<file path="config.mk">
export PLATFORM = sky130hd
export DESIGN_NAME = fpmm_core
export DESIGN_NICKNAME = d
export VERILOG_FILES = /design/src/inc/fpmm_pkg.sv /design/src/logic/fpmm_regfile.sv /design/src/logic/fpmm_core.sv
export VERILOG_INCLUDE_DIRS = /design/src /design/src/inc
export SDC_FILE = /design/constraint.sdc
export NUM_CORES = 2
export LEC_CHECK = 0
export BUFFER_PORTS_ARGS = -buffer_cell sky130_fd_sc_hd__buf_2
export CORE_MARGIN = 5
export CORE_UTILIZATION = 24
export DETAILED_ROUTE_END_ITERATION = 10
export REMOVE_ABC_BUFFERS = 1
export SLEW_MARGIN = 15
export SYNTH_ARGS = -nofsm -noshare
export SYNTH_HDL_FRONTEND = slang
export SYNTH_SLANG_ARGS = --single-unit
</file>
<file path="constraint.sdc">
create_clock -name REF_CLK -period 9.8 [get_ports REF_CLK]
set_input_delay 1.96 -clock REF_CLK [delete_from_list [all_inputs] [get_ports REF_CLK]]
set_output_delay 1.96 -clock REF_CLK [all_outputs]
set_load 0.03 [all_outputs]
</file>
<file path="src/inc/fpmm_defines.svh">
// Purpose: constants for the move-multiple and monadic-operation unit
// Assumes: extended values are held as 80 bits {sign, exponent, mantissa}
// Notes: the 96-bit memory image carries 16 zero pad bits at [79:64]
`ifndef FPMM_DEFINES_SVH
`define FPMM_DEFINES_SVH

`define FPMM_NUM_REGS 8
`define FPMM_EXT_W 80
`define FPMM_MEM_W 96
`define FPMM_PAD_W 16
`define FPMM_EXP_W 15
`define FPMM_MAN_W 64
`define FPMM_INT_W 32
`define FPMM_EXP_BIAS 15'h3FFF
`define FPMM_EXP_MAX 15'h7FFF
`define FPMM_MEM_SIGN_BIT 95
`define FPMM_MEM_EXP_HI 94
`define FPMM_MEM_EXP_LO 80
`define FPMM_MEM_MAN_HI 63

`endif

</file>
<file path="src/inc/fpmm_pkg.sv">
// Purpose: types for the move-multiple and monadic-operation unit
// Assumes: constants come from fpmm_defines.svh
// Notes: none
`include "fpmm_defines.svh"

package fpmm_pkg;

	typedef enum logic [4:0] {
		OP_ABSOLUTE_VALUE = 5'h00, OP_NEGATE = 5'h01, OP_SQUARE_ROOT = 5'h02,
		OP_SINE = 5'h03, OP_COSINE = 5'h04, OP_TANGENT = 5'h05,
		OP_ARC_SINE = 5'h06, OP_ARC_COSINE = 5'h07, OP_ARC_TANGENT = 5'h08,
		OP_HYP_SINE = 5'h09, OP_HYP_COSINE = 5'h0A, OP_HYP_TANGENT = 5'h0B,
		OP_HYP_ARC_TANGENT = 5'h0C, OP_E_TO_X = 5'h0D, OP_E_TO_X_MINUS1 = 5'h0E,
		OP_TWO_TO_X = 5'h0F, OP_TEN_TO_X = 5'h10, OP_LOG_E = 5'h11,
		OP_LOG_E_X_PLUS1 = 5'h12, OP_LOG_2 = 5'h13, OP_LOG_10 = 5'h14,
		OP_INTEGER_PART = 5'h15, OP_TRUNCATED_INTEGER_PART = 5'h16,
		OP_EXPONENT_EXTRACT = 5'h17, OP_MANTISSA_EXTRACT = 5'h18,
		OP_OPERAND_TEST = 5'h19, OP_SINE_COSINE_PAIR = 5'h1A
	} fpmm_op_e;

	typedef enum logic [1:0] {
		SRC_FLOAT_REG = 2'h0, SRC_MEMORY = 2'h1, SRC_HOST_REG = 2'h2
	} fpmm_src_e;

	typedef enum logic [3:0] {
		ST_IDLE = 4'h0, ST_MM_READ = 4'h1, ST_MM_OUT = 4'h2, ST_MM_IN = 4'h3,
		ST_MON_ARG = 4'h4, ST_MON_EXEC = 4'h5, ST_MON_EVAL = 4'h6,
		ST_MON_WB = 4'h7, ST_MON_WB2 = 4'h8, ST_DONE = 4'h9
	} fpmm_state_e;

	typedef struct packed {
		logic sign;
		logic [`FPMM_EXP_W-1:0] exponent;
		logic [`FPMM_MAN_W-1:0] mantissa;
	} fpmm_ext_s;

	typedef struct packed {
		logic is_move_multiple;
		logic to_memory;
		logic dynamic_mask;
		logic [`FPMM_NUM_REGS-1:0] mask;
		fpmm_op_e op;
		fpmm_src_e src;
		logic [2:0] src_reg;
		logic [2:0] dst_reg;
		logic [2:0] cos_reg;
		logic [`FPMM_MEM_W-1:0] operand;
	} fpmm_cmd_s;

	typedef struct packed {
		logic negative;
		logic zero;
		logic infinity;
		logic not_a_number;
	} fpmm_flags_s;

endpackage

</file>
<file path="src/logic/fpmm_regfile.sv">
// Purpose: eight extended-precision data registers, one read and one write port
// Assumes: read data appear one cycle after the read strobe
// Notes: a write and a read of the same register in one cycle return the old value
`timescale 1ns/1ps
`include "fpmm_defines.svh"

module fpmm_regfile (
	// Clock and reset
	input wire logic clk,
	input wire logic rst_n,
	// Read port
	input wire logic rd_en,
	input wire logic [2:0] rd_addr,
	output fpmm_pkg::fpmm_ext_s rd_data,
	// Write port
	input wire logic wr_en,
	input wire logic [2:0] wr_addr,
	input fpmm_pkg::fpmm_ext_s wr_data
);

	typedef struct packed {
		logic [`FPMM_NUM_REGS-1:0][`FPMM_EXT_W-1:0] mem;
		logic [`FPMM_EXT_W-1:0] rdata;
	} fpmm_rf_s;

	fpmm_rf_s s_q;
	fpmm_rf_s s_d;

	always_comb begin
		s_d = s_q;
		if (rd_en) begin
			s_d.rdata = s_q.mem[rd_addr];
		end
		if (wr_en) begin
			s_d.mem[wr_addr] = wr_data;
		end
	end

	always_ff @(posedge clk) begin
		if (!rst_n) begin
			s_q <= '0;
		end else begin
			s_q <= s_d;
		end
	end

	assign rd_data = fpmm_pkg::fpmm_ext_s'(s_q.rdata);

endmodule

</file>
<file path="src/logic/fpmm_core.sv">
// Purpose: move-multiple transfers and monadic-operation sequencing
// Assumes: host decodes the instruction into a command; evaluator is on the same clock
// Notes: simple monadic ops run inline, the rest go to the external evaluator
`timescale 1ns/1ps
`include "fpmm_defines.svh"

module fpmm_core (
	// Clock and reset
	input wire logic REF_CLK,
	input wire logic RST_N,
	// Command from host
	input wire logic CMD_VALID,
	output logic CMD_READY,
	input fpmm_pkg::fpmm_cmd_s CMD,
	input wire logic [`FPMM_INT_W-1:0] HOST_DREG,
	output logic CMD_DONE,
	output fpmm_pkg::fpmm_flags_s TEST_FLAGS,
	// Register images to memory
	output logic MEM_OUT_VALID,
	input wire logic MEM_OUT_READY,
	output logic [`FPMM_MEM_W-1:0] MEM_OUT_DATA,
	// Register images from memory
	input wire logic MEM_IN_VALID,
	output logic MEM_IN_READY,
	input wire logic [`FPMM_MEM_W-1:0] MEM_IN_DATA,
	// Transcendental evaluator
	output logic EVAL_REQ,
	output fpmm_pkg::fpmm_op_e EVAL_OP,
	output fpmm_pkg::fpmm_ext_s EVAL_ARG,
	input wire logic EVAL_ACK,
	input fpmm_pkg::fpmm_ext_s EVAL_RESULT,
	input fpmm_pkg::fpmm_ext_s EVAL_COS_RESULT
);

	typedef struct packed {
		fpmm_pkg::fpmm_state_e st;
		fpmm_pkg::fpmm_cmd_s cmd;
		logic [`FPMM_NUM_REGS-1:0] pending;
		fpmm_pkg::fpmm_ext_s arg;
		fpmm_pkg::fpmm_ext_s res;
		fpmm_pkg::fpmm_ext_s res_cos;
		fpmm_pkg::fpmm_flags_s flags;
		logic done;
	} fpmm_core_s;

	fpmm_core_s s_q;
	fpmm_core_s s_d;

	logic rd_en;
	logic [2:0] rd_addr;
	fpmm_pkg::fpmm_ext_s rd_data;
	logic wr_en;
	logic [2:0] wr_addr;
	fpmm_pkg::fpmm_ext_s wr_data;
	logic [2:0] next_reg;

	// Lowest selected register
	function automatic logic [2:0] lowest_reg(input logic [`FPMM_NUM_REGS-1:0] m);
		logic [2:0] r;
		r = 3'h0;
		for (int i = `FPMM_NUM_REGS - 1; i >= 0; i--) begin
			if (m[i]) begin
				r = 3'(i);
			end
		end
		return r;
	endfunction

	// Signed integer to extended, exact
	function automatic fpmm_pkg::fpmm_ext_s int_to_ext(input logic [`FPMM_INT_W-1:0] v);
		fpmm_pkg::fpmm_ext_s e;
		logic [`FPMM_INT_W-1:0] mag;
		logic [5:0] msb;
		e = '0;
		mag = v[`FPMM_INT_W-1] ? (~v + 32'h00000001) : v;
		msb = 6'h00;
		for (int i = 0; i < `FPMM_INT_W; i++) begin
			if (mag[i]) begin
				msb = 6'(i);
			end
		end
		if (mag != '0) begin
			e.sign = v[`FPMM_INT_W-1];
			e.exponent = `FPMM_EXP_BIAS + 15'(msb);
			e.mantissa = {32'h00000000, mag} << (6'h3F - msb);
		end
		return e;
	endfunction

	// 96-bit image to register value, pad bits dropped
	function automatic fpmm_pkg::fpmm_ext_s mem_to_ext(input logic [`FPMM_MEM_W-1:0] m);
		return {m[`FPMM_MEM_SIGN_BIT], m[`FPMM_MEM_EXP_HI:`FPMM_MEM_EXP_LO],
			m[`FPMM_MEM_MAN_HI:0]};
	endfunction

	fpmm_regfile u_regfile (
		.clk(REF_CLK),
		.rst_n(RST_N),
		.rd_en(rd_en),
		.rd_addr(rd_addr),
		.rd_data(rd_data),
		.wr_en(wr_en),
		.wr_addr(wr_addr),
		.wr_data(wr_data)
	);

	assign next_reg = lowest_reg(s_q.pending);

	always_comb begin
		s_d = s_q;
		s_d.done = 1'b0;
		rd_en = 1'b0;
		rd_addr = next_reg;
		wr_en = 1'b0;
		wr_addr = next_reg;
		wr_data = s_q.res;
		case (s_q.st)
			fpmm_pkg::ST_IDLE: begin
				if (CMD_VALID) begin
					s_d.cmd = CMD;
					if (CMD.is_move_multiple) begin
						// Run-time selection from host register
						s_d.pending = CMD.dynamic_mask ? HOST_DREG[`FPMM_NUM_REGS-1:0]
							: CMD.mask;
						if (s_d.pending == '0) begin
							s_d.st = fpmm_pkg::ST_DONE;
						end else if (CMD.to_memory) begin
							s_d.st = fpmm_pkg::ST_MM_READ;
						end else begin
							s_d.st = fpmm_pkg::ST_MM_IN;
						end
					end else begin
						case (CMD.src)
							fpmm_pkg::SRC_FLOAT_REG: begin
								rd_en = 1'b1;
								rd_addr = CMD.src_reg;
								s_d.st = fpmm_pkg::ST_MON_ARG;
							end
							fpmm_pkg::SRC_HOST_REG: begin
								s_d.arg = int_to_ext(CMD.operand[`FPMM_INT_W-1:0]);
								s_d.st = fpmm_pkg::ST_MON_EXEC;
							end
							default: begin
								s_d.arg = mem_to_ext(CMD.operand);
								s_d.st = fpmm_pkg::ST_MON_EXEC;
							end
						endcase
					end
				end
			end
			fpmm_pkg::ST_MM_READ: begin
				rd_en = 1'b1;
				s_d.st = fpmm_pkg::ST_MM_OUT;
			end
			fpmm_pkg::ST_MM_OUT: begin
				if (MEM_OUT_VALID && MEM_OUT_READY) begin
					s_d.pending[next_reg] = 1'b0;
					s_d.st = (s_d.pending == '0) ? fpmm_pkg::ST_DONE : fpmm_pkg::ST_MM_READ;
				end
			end
			fpmm_pkg::ST_MM_IN: begin
				if (MEM_IN_VALID) begin
					wr_en = 1'b1;
					wr_data = mem_to_ext(MEM_IN_DATA);
					s_d.pending[next_reg] = 1'b0;
					if (s_d.pending == '0) begin
						s_d.st = fpmm_pkg::ST_DONE;
					end
				end
			end
			fpmm_pkg::ST_MON_ARG: begin
				s_d.arg = rd_data;
				s_d.st = fpmm_pkg::ST_MON_EXEC;
			end
			fpmm_pkg::ST_MON_EXEC: begin
				s_d.res = s_q.arg;
				s_d.st = fpmm_pkg::ST_MON_WB;
				case (s_q.cmd.op)
					fpmm_pkg::OP_ABSOLUTE_VALUE: begin
						s_d.res.sign = 1'b0;
					end
					fpmm_pkg::OP_NEGATE: begin
						s_d.res.sign = ~s_q.arg.sign;
					end
					fpmm_pkg::OP_EXPONENT_EXTRACT: begin
						s_d.res = (s_q.arg.mantissa == '0) ? s_q.arg
							: int_to_ext(32'(s_q.arg.exponent) - 32'(`FPMM_EXP_BIAS));
					end
					fpmm_pkg::OP_MANTISSA_EXTRACT: begin
						if (s_q.arg.mantissa != '0) begin
							s_d.res.exponent = `FPMM_EXP_BIAS;
						end
					end
					fpmm_pkg::OP_OPERAND_TEST: begin
						s_d.flags.negative = s_q.arg.sign;
						s_d.flags.zero = (s_q.arg.exponent == '0) && (s_q.arg.mantissa == '0);
						s_d.flags.infinity = (s_q.arg.exponent == `FPMM_EXP_MAX)
							&& (s_q.arg.mantissa[`FPMM_MAN_W-2:0] == '0);
						s_d.flags.not_a_number = (s_q.arg.exponent == `FPMM_EXP_MAX)
							&& (s_q.arg.mantissa[`FPMM_MAN_W-2:0] != '0);
						s_d.st = fpmm_pkg::ST_DONE;
					end
					default: begin
						s_d.st = fpmm_pkg::ST_MON_EVAL;
					end
				endcase
			end
			fpmm_pkg::ST_MON_EVAL: begin
				if (EVAL_ACK) begin
					s_d.res = EVAL_RESULT;
					s_d.res_cos = EVAL_COS_RESULT;
					s_d.st = fpmm_pkg::ST_MON_WB;
				end
			end
			fpmm_pkg::ST_MON_WB: begin
				wr_en = 1'b1;
				wr_addr = s_q.cmd.dst_reg;
				s_d.st = (s_q.cmd.op == fpmm_pkg::OP_SINE_COSINE_PAIR)
					? fpmm_pkg::ST_MON_WB2 : fpmm_pkg::ST_DONE;
			end
			fpmm_pkg::ST_MON_WB2: begin
				wr_en = 1'b1;
				wr_addr = s_q.cmd.cos_reg;
				wr_data = s_q.res_cos;
				s_d.st = fpmm_pkg::ST_DONE;
			end
			fpmm_pkg::ST_DONE: begin
				s_d.done = 1'b1;
				s_d.st = fpmm_pkg::ST_IDLE;
			end
			default: begin
				s_d.st = fpmm_pkg::ST_IDLE;
			end
		endcase
	end

	always_ff @(posedge REF_CLK) begin
		if (!RST_N) begin
			s_q <= '0;
		end else begin
			s_q <= s_d;
		end
	end

	assign CMD_READY = (s_q.st == fpmm_pkg::ST_IDLE);
	assign CMD_DONE = s_q.done;
	assign TEST_FLAGS = s_q.flags;
	assign MEM_OUT_VALID = (s_q.st == fpmm_pkg::ST_MM_OUT);
	// Raw image, no rounding and no range checks
	assign MEM_OUT_DATA = {rd_data.sign, rd_data.exponent, `FPMM_PAD_W'(0),
		rd_data.mantissa};
	assign MEM_IN_READY = (s_q.st == fpmm_pkg::ST_MM_IN);
	assign EVAL_REQ = (s_q.st == fpmm_pkg::ST_MON_EVAL);
	assign EVAL_OP = s_q.cmd.op;
	assign EVAL_ARG = s_q.arg;

endmodule

</file>
Word-level counts from Yosys, hierarchy flattened:

Cells that the tools add are included.

* order comparisons: 5
* add/sub/neg operators: 7
* multiplexer cells: 129
* bitwise logic cells: 5
* shift-type cells: 2
* eq/ne operators: 24
* reductions and logical operators: 30

Operators by type and width (count)
* $bwmux W640: 1
* $pmux W80 S2: 4
* $mux W80: 7
* $mux W6: 66
* $bmux W80 S3: 1
* $demux W80 S3: 1
* $mux W215: 1
* $mux W160: 1
* $shl A32 B6 Y64: 2
* $add A32 B1 Y32 const B: 2
* $logic_not A64 Y1: 1
* $mux W32: 2
* $mux W64: 1
* $not A32 Y32: 2
* $reduce_bool A32 Y1: 2
* $reduce_bool A64 Y1: 1
* $logic_not A63 Y1: 1
* $reduce_bool A63 Y1: 1
* $mux W3: 12
* $pmux W4 S9: 1
* $mux W8: 4
* $add A14 B6 Y15 const A: 2
* $pmux W15 S2: 1
* $mux W4: 7
* other kinds (39): 78

* output and inout port bits: 190
* register bits: 1100

Logic depth before layout (Yosys ltp):

* depth after elaboration: 45
* mapped depth: 24

Cells and area by module:

Synthesis repeated with hierarchy kept, for this count alone.

* cells, all modules: 6609
* area, all modules: 52291.4 um2

By module, submodules not included
* fpmm_regfile: cells an instance 3770, times used 1, sequential area each 14413.8 um2, area an instance 32339.8 um2
* fpmm_core: cells an instance 2839, times used 1, sequential area each 5365.1 um2, area an instance 19951.6 um2

Least setup slack after synthesis:

Ideal clock, no wire load.

* kind: in2reg
* start point: in CMD[0] (netlist bit)
* end point: reg s_q, in the netlist EVAL_ARG[68]
* library setup time: 0.132 ns
* stages: 22
* required time: 9.668 ns
* arrival time: 5.919 ns
* setup slack: 3.749 ns
* buffers on the path: 4
* cells stage by stage: clkbuf_1 inv_1 ha_1 clkbuf_1 nand2b_1 nor2_1 a221oi_1 nand2_1 nor4_1 o311ai_1 a211o_1 nand2_1 inv_1 buf_2 buf_2 ha_1 nand2_1 nor2_1 ha_1 o21ai_0 a221oi_1 nor3_1

* word-level cells in the longest chain between the ends: 44
* elaborated cells between the ends (all ways): 45
* those cells by class: add/sub: 2; mux: 41; bitwise: 1; reduce/logical: 1

Ends and longest elaborated chain
* start, declared: RTL line fpmm_core.sv:14 `input fpmm_pkg::fpmm_cmd_s CMD,`
* $not A32 Y32: RTL line fpmm_core.sv:75 `` mag = v[`FPMM_INT_W-1] ? (~v + 32'h00000001) : v; ``
* $add A32 B1 Y32: RTL line fpmm_core.sv:75
* $mux W32 (*): RTL line fpmm_core.sv:75
* $mux W1: RTL line fpmm_core.sv:78 `if (mag[i]) begin`
* $mux W6 (30 in series): RTL line fpmm_core.sv:78
* $mux W6: RTL line fpmm_core.sv:133 `case (CMD.src)`
* $mux W6: RTL line fpmm_core.sv:121 `if (CMD.is_move_multiple) begin`
* $mux W6: RTL line fpmm_core.sv:119 `if (CMD_VALID) begin`
* $mux W6: RTL line fpmm_core.sv:117 `case (s_q.st)`
* $add A14 B6 Y15 (no line)
* $mux W80 (*): RTL line fpmm_core.sv:82 `if (mag != '0) begin`
* $pmux W80 S2 (*): RTL line fpmm_core.sv:133
* $mux W80 (*): RTL line fpmm_core.sv:121
* $mux W215 (*): RTL line fpmm_core.sv:119
* $pmux W80 S2 (*): RTL line fpmm_core.sv:117
* end signal, assigned: RTL line fpmm_core.sv:239 `s_q <= '0;`
* end signal, assigned: RTL line fpmm_core.sv:241 `s_q <= s_d;`
* end, declared: RTL line fpmm_core.sv:46 `fpmm_core_s s_q;`

Every way passes the cells marked *; elsewhere a longest branch is shown, timed or not. The select of a mux whose other input is x is not followed.
A chain may end at the register's enable or synchronous reset.

Worst setup path in the final report:

* start point: in CMD[0] (netlist bit)
* end point: reg s_q, in the netlist EVAL_ARG[62]

* word-level cells in the longest chain between the ends: 45
* elaborated cells between the ends (all ways): 46
* those cells by class: add/sub: 2; shift: 1; mux: 41; bitwise: 1; reduce/logical: 1

Ends and longest elaborated chain
* $not A32 Y32: RTL line fpmm_core.sv:75
* $add A32 B1 Y32: RTL line fpmm_core.sv:75
* $mux W32 (*): RTL line fpmm_core.sv:75
* $mux W1: RTL line fpmm_core.sv:78
* $mux W6 (30 in series): RTL line fpmm_core.sv:78
* $mux W6: RTL line fpmm_core.sv:133
* $mux W6: RTL line fpmm_core.sv:121
* $mux W6: RTL line fpmm_core.sv:119
* $mux W6: RTL line fpmm_core.sv:117
* $sub A6 B6 Y6: RTL line fpmm_core.sv:85 `e.mantissa = {32'h00000000, mag} << (6'h3F - msb);`
* $shl A32 B6 Y64: RTL line fpmm_core.sv:85
* $mux W80 (*): RTL line fpmm_core.sv:82
* $pmux W80 S2 (*): RTL line fpmm_core.sv:133
* $mux W80 (*): RTL line fpmm_core.sv:121
* $mux W215 (*): RTL line fpmm_core.sv:119
* $pmux W80 S2 (*): RTL line fpmm_core.sv:117

Marked as above.

==> results.yml <==
outcome:
  status: "finished clean"
setup_path:
  cpMostUsedCell: "mux2i_1"
  endpoint_kind: "flip-flop"
  cp_slowest_cell: "a22oi_4"
  startpoint_type: "input pin"
  path_class: "in2reg"
  worstSetupEndpoint: "EVAL_ARG[62]"
  worstPathRequired_ns: 10.49
  worstPathCellList: "buf_2, inv_1, ha_1, nor2b_1, nand2_1, a41oi_1, a2111oi_0, o41a_1, nor2_1, a22oi_4, buf_4, mux2i_1, mux2i_1, a2bb2o_1, o31a_1, a31oi_1"
  arrival_ns: 7.55
  rr_worst_depth: 14
  timing.rr.end: "s_q[158]"
  startpoint: "CMD[0]"
  cpPeakStageDelay_ns: 0.80
  cp_max_fo: 25
  rrSetupSlack_ns: 3.62
  r2r-start: "EVAL_ARG[67]"
cells_and_area:
  layout-drive-gt1-share_pct: 14.0
  fin_nets: 6802
  syn_to_final_growth_pct: 15.2
  utilization_pct: 27.8
  instances_no_fill: 9184
sta:
  relSlewSlack_pct: 12.5
  hold_viol_final: 0
  timing.fmax_mhz: 146
  rsz0062_at_grt: "false"
  worstMarginPinSlew_ns: 1.31
  finalCriticalPeriod_ns: 6.86
  setup_violations: 0
  min_period_over_period_pct: 70.0
  skew_ns: 0.0503
  timing.final.max_slew_violations: 0
placed_design:
  io_buffers: 534
  gp_congestion: 0.950
  dp_cells: 8947
  dp_hpwl_um: 147000
clocking:
  path_clk_slew_ns: 0.06
  cts_inserted_buffers: 116
  clk_latency_ns: 0.80
  htreeDepth: 3
  ctsHoldBuffers: 0
  cts_tree: "built"
  cts_buffer_depth: 3
  cts.repair.resized: 0
  clockRootBuffer: "clkbuf_16"
  cts.sinks: 988
  post_cts_buffers: 0
synth:
  synthMuxAreaShare_pct: 2.12
  netlist_area_um2: 49500
  synthFlopType: "dfxtp_1"
  synth_top_family_by_area: "compound AO/OA/AOI/OAI gates"
  ys_seq_area_share_pct: 40.0
  yosysWarnings: 0
  ys_seq_elements: 988
  syn_avg_cell_area_um2: 7.72
  yosys.area_share.xor_xnor_pct: 1.34
  synth-simple-area-share_pct: 22.5
  synth-compound-area-share_pct: 26.1
  synth_adder_area_share_pct: 0.202
  synth-edff-count: 0
  syn_inst: 6409
  yosysUniqueCellTypes: 100
  async_flop_share_pct: 0
pwr:
  power_switching_share_pct: 45.0
  max-vdd-ir-drop_v: 0.000240
  p_int_mw: 8.80
  pwr-share-comb_pct: 38.7
  power_density_nw_per_um2: 280
  p_leak_nw: 18.3
  power_frac_clock_pct: 28.7
  p_seq_share_pct: 32.6
  totalPowerFinal_mw: 16.0
  p_switching_mw: 7.19
route:
  wl_per_cell_um: 23.7
  routed_wl_um: 218000
  via_per_inst: 5.37
  vias: 49300
  firstDrtPassIters: 6
  postRouteAntennaNets: 0
  route.detailed.drc: 0
  drtIter0Drc: 5744
floorplanning:
  initial_core_util_pct: 24.1
  die_h_um: 464
  coreArea_um2: 205000
  die_x_um: 464
  ios: 607
  row_count: 166
  dieArea_um2: 215000
flow_run:
  drv_cap: 0
global_route:
  grt_max_degree: 225
  grt_overflow: 0
  grt_pass1_wl_um: 314000
  grt.total_usage_pct: 19.1
  antenna_found_initial: 42
  grt_pass1_vias: 45700
min_path:
  min_path_type: "reg2reg"
  holdCritStartpoint: "s_q[7]"
==> worst min path at each step <==
stage | end | slack (ns) | cells past startpoint
floorplan | s_q[349] | 0.44 | 2
finish | s_q[7] | 0.45 | 2
detailed placement | s_q[51] | 0.45 | 2
global route | s_q[41] | 0.47 | 2
global placement | s_q[82] | 0.44 | 2
CTS | s_q[51] | 0.45 | 2
==> cell type report <==
class                           count  area (um^2)
Inverter                           30          120
Multi-Input combinational cell   4622        26200
Clock inverter                     50          688
Clock buffer                      168         3370
Antenna cell                       19         47.5
Fill cell                       21900       148000
Sequential cell                   988        19800
Tap cell                         2688         3360
Timing Repair Buffer              619         3460
==> cell families (layout without fill, tap and decap cells) <==
| logic type | count (synthesis) | after routing |
|---|---|---|
| other | 2 | 36 |
| DFF | 988 | 988 |
| adders and majority gates | 8 | 8 |
| muxes | 101 | 101 |
| and+or+nand+nor | 2611 | 2611 |
| xor gates and xnor gates | 76 | 76 |
| buffers and inverters | 814 | 867 |
| AOI/OAI and AO/OA | 1809 | 1809 |
==> power by group through the flow <==
| stage | logic [mW] | clock network (mW) | registers, mW |
|---|---|---|---|
| finish | 6.19 | 4.58 | 5.21 |
| global route | 6.64 | 4.83 | 5.25 |
| CTS | 6.14 | 4.68 | 5.20 |
| detailed placement | 6.12 | 0 | 5.28 |
| global placement | 6.09 | 0 | 5.27 |
| floorplan | 3.54 | 0 | 5.43 |
==> registers in the layout, summed over array words and instances, names as in the netlist <==
register	count
TEST_FLAGS	4
u_regfile.s_q	640
CMD_DONE	1
s_q	178
u_regfile.rd_data	80
EVAL_OP	5
EVAL_ARG	80
==> critical path, delay by kind of cell <==
family | cells | cell delay [ns]
mux | 2 | 0.60
fa+ha+maj | 1 | 0.34
compound gates | 7 | 2.94
buf+inv | 3 | 0.75
simple gates | 3 | 0.92
==> metal layers <==
metal	share of wire (%)	vias to the layer above	global-route usage [%]
met5	0.0060	-	0
met4	5.2	2	9.81
met3	8.8	415	3.85
met2	45	2510	29.9
met1	41	23500	25.0
li1	-	22900	-
==> layout by cell type, fill, tap and decap left out, drive strengths merged, types with 19 or more instances in the layout <==
cell type  count
and3          94
a211oi       749
nor3          88
a221oi        72
a311oi        86
a22oi         26
nor2         879
a31oi        170
xnor2         45
nand3        286
xor2          31
buf          619
dfxtp        988
inv           39
o21ai        114
nand4         33
clkbuf       168
mux2          25
nor4          46
diode         19
nand2       1071
a21oi        298
o31ai         24
mux2i         76
clkinv        26
o211ai        26
a22o          90
==> synthesized netlist by cell type, types with 8 or more instances <==
| cell type | number | area, um^2 |
|---|---|---|
| a211oi_1 | 747 | 5610 |
| a21oi_1 | 298 | 1490 |
| inv_1 | 28 | 105 |
| and4_1 | 12 | 105 |
| a311oi_1 | 85 | 744 |
| or2_2 | 9 | 56.3 |
| and2_1 | 17 | 106 |
| a22oi_1 | 25 | 188 |
| nand4_1 | 32 | 200 |
| o21a_1 | 9 | 67.6 |
| a22o_1 | 90 | 788 |
| o31a_1 | 8 | 70.1 |
| buf_2 | 21 | 105 |
| nor3_1 | 87 | 435 |
| xnor2_1 | 45 | 394 |
| o31ai_1 | 22 | 165 |
| nand2b_1 | 16 | 100 |
| dfxtp_1 | 988 | 19800 |
| ha_1 | 8 | 100 |
| nor2b_1 | 15 | 93.8 |
| a31oi_1 | 170 | 1060 |
| and3_1 | 94 | 588 |
| buf_1 | 30 | 113 |
| mux2i_1 | 75 | 751 |
| a221oi_1 | 71 | 622 |
| a222oi_1 | 10 | 100 |
| or3_1 | 15 | 93.8 |
| nor4_1 | 41 | 257 |
| buf_4 | 189 | 1420 |
| o22ai_1 | 16 | 100 |
| xor2_1 | 31 | 272 |
| o21ai_1 | 11 | 55.1 |
| mux2_2 | 23 | 259 |
| o211ai_1 | 26 | 195 |
| clkbuf_1 | 540 | 2030 |
| nor2_1 | 879 | 3300 |
| o21ai_0 | 102 | 510 |
| nand2_1 | 1071 | 4020 |
| nand3_1 | 286 | 1430 |
| or4_1 | 8 | 60.1 |
| a41oi_1 | 8 | 70.1 |
==> metrics by stage <==
stage	TNS [ns]	area, um^2	hold WS (ns)	setup WS (ns)
3_3_place_gp	0	52900	0.443	2.31
4_1_cts	0	57000	0.454	3.16
6_report	0	57000	0.455	2.94
5_1_grt	0	57000	0.474	2.76
3_5_place_dp	0	52900	0.447	2.29
2_1_floorplan	-1308.47	45800	0.436	-7.37
No activity file was read; power rests on OpenSTA's default activity.
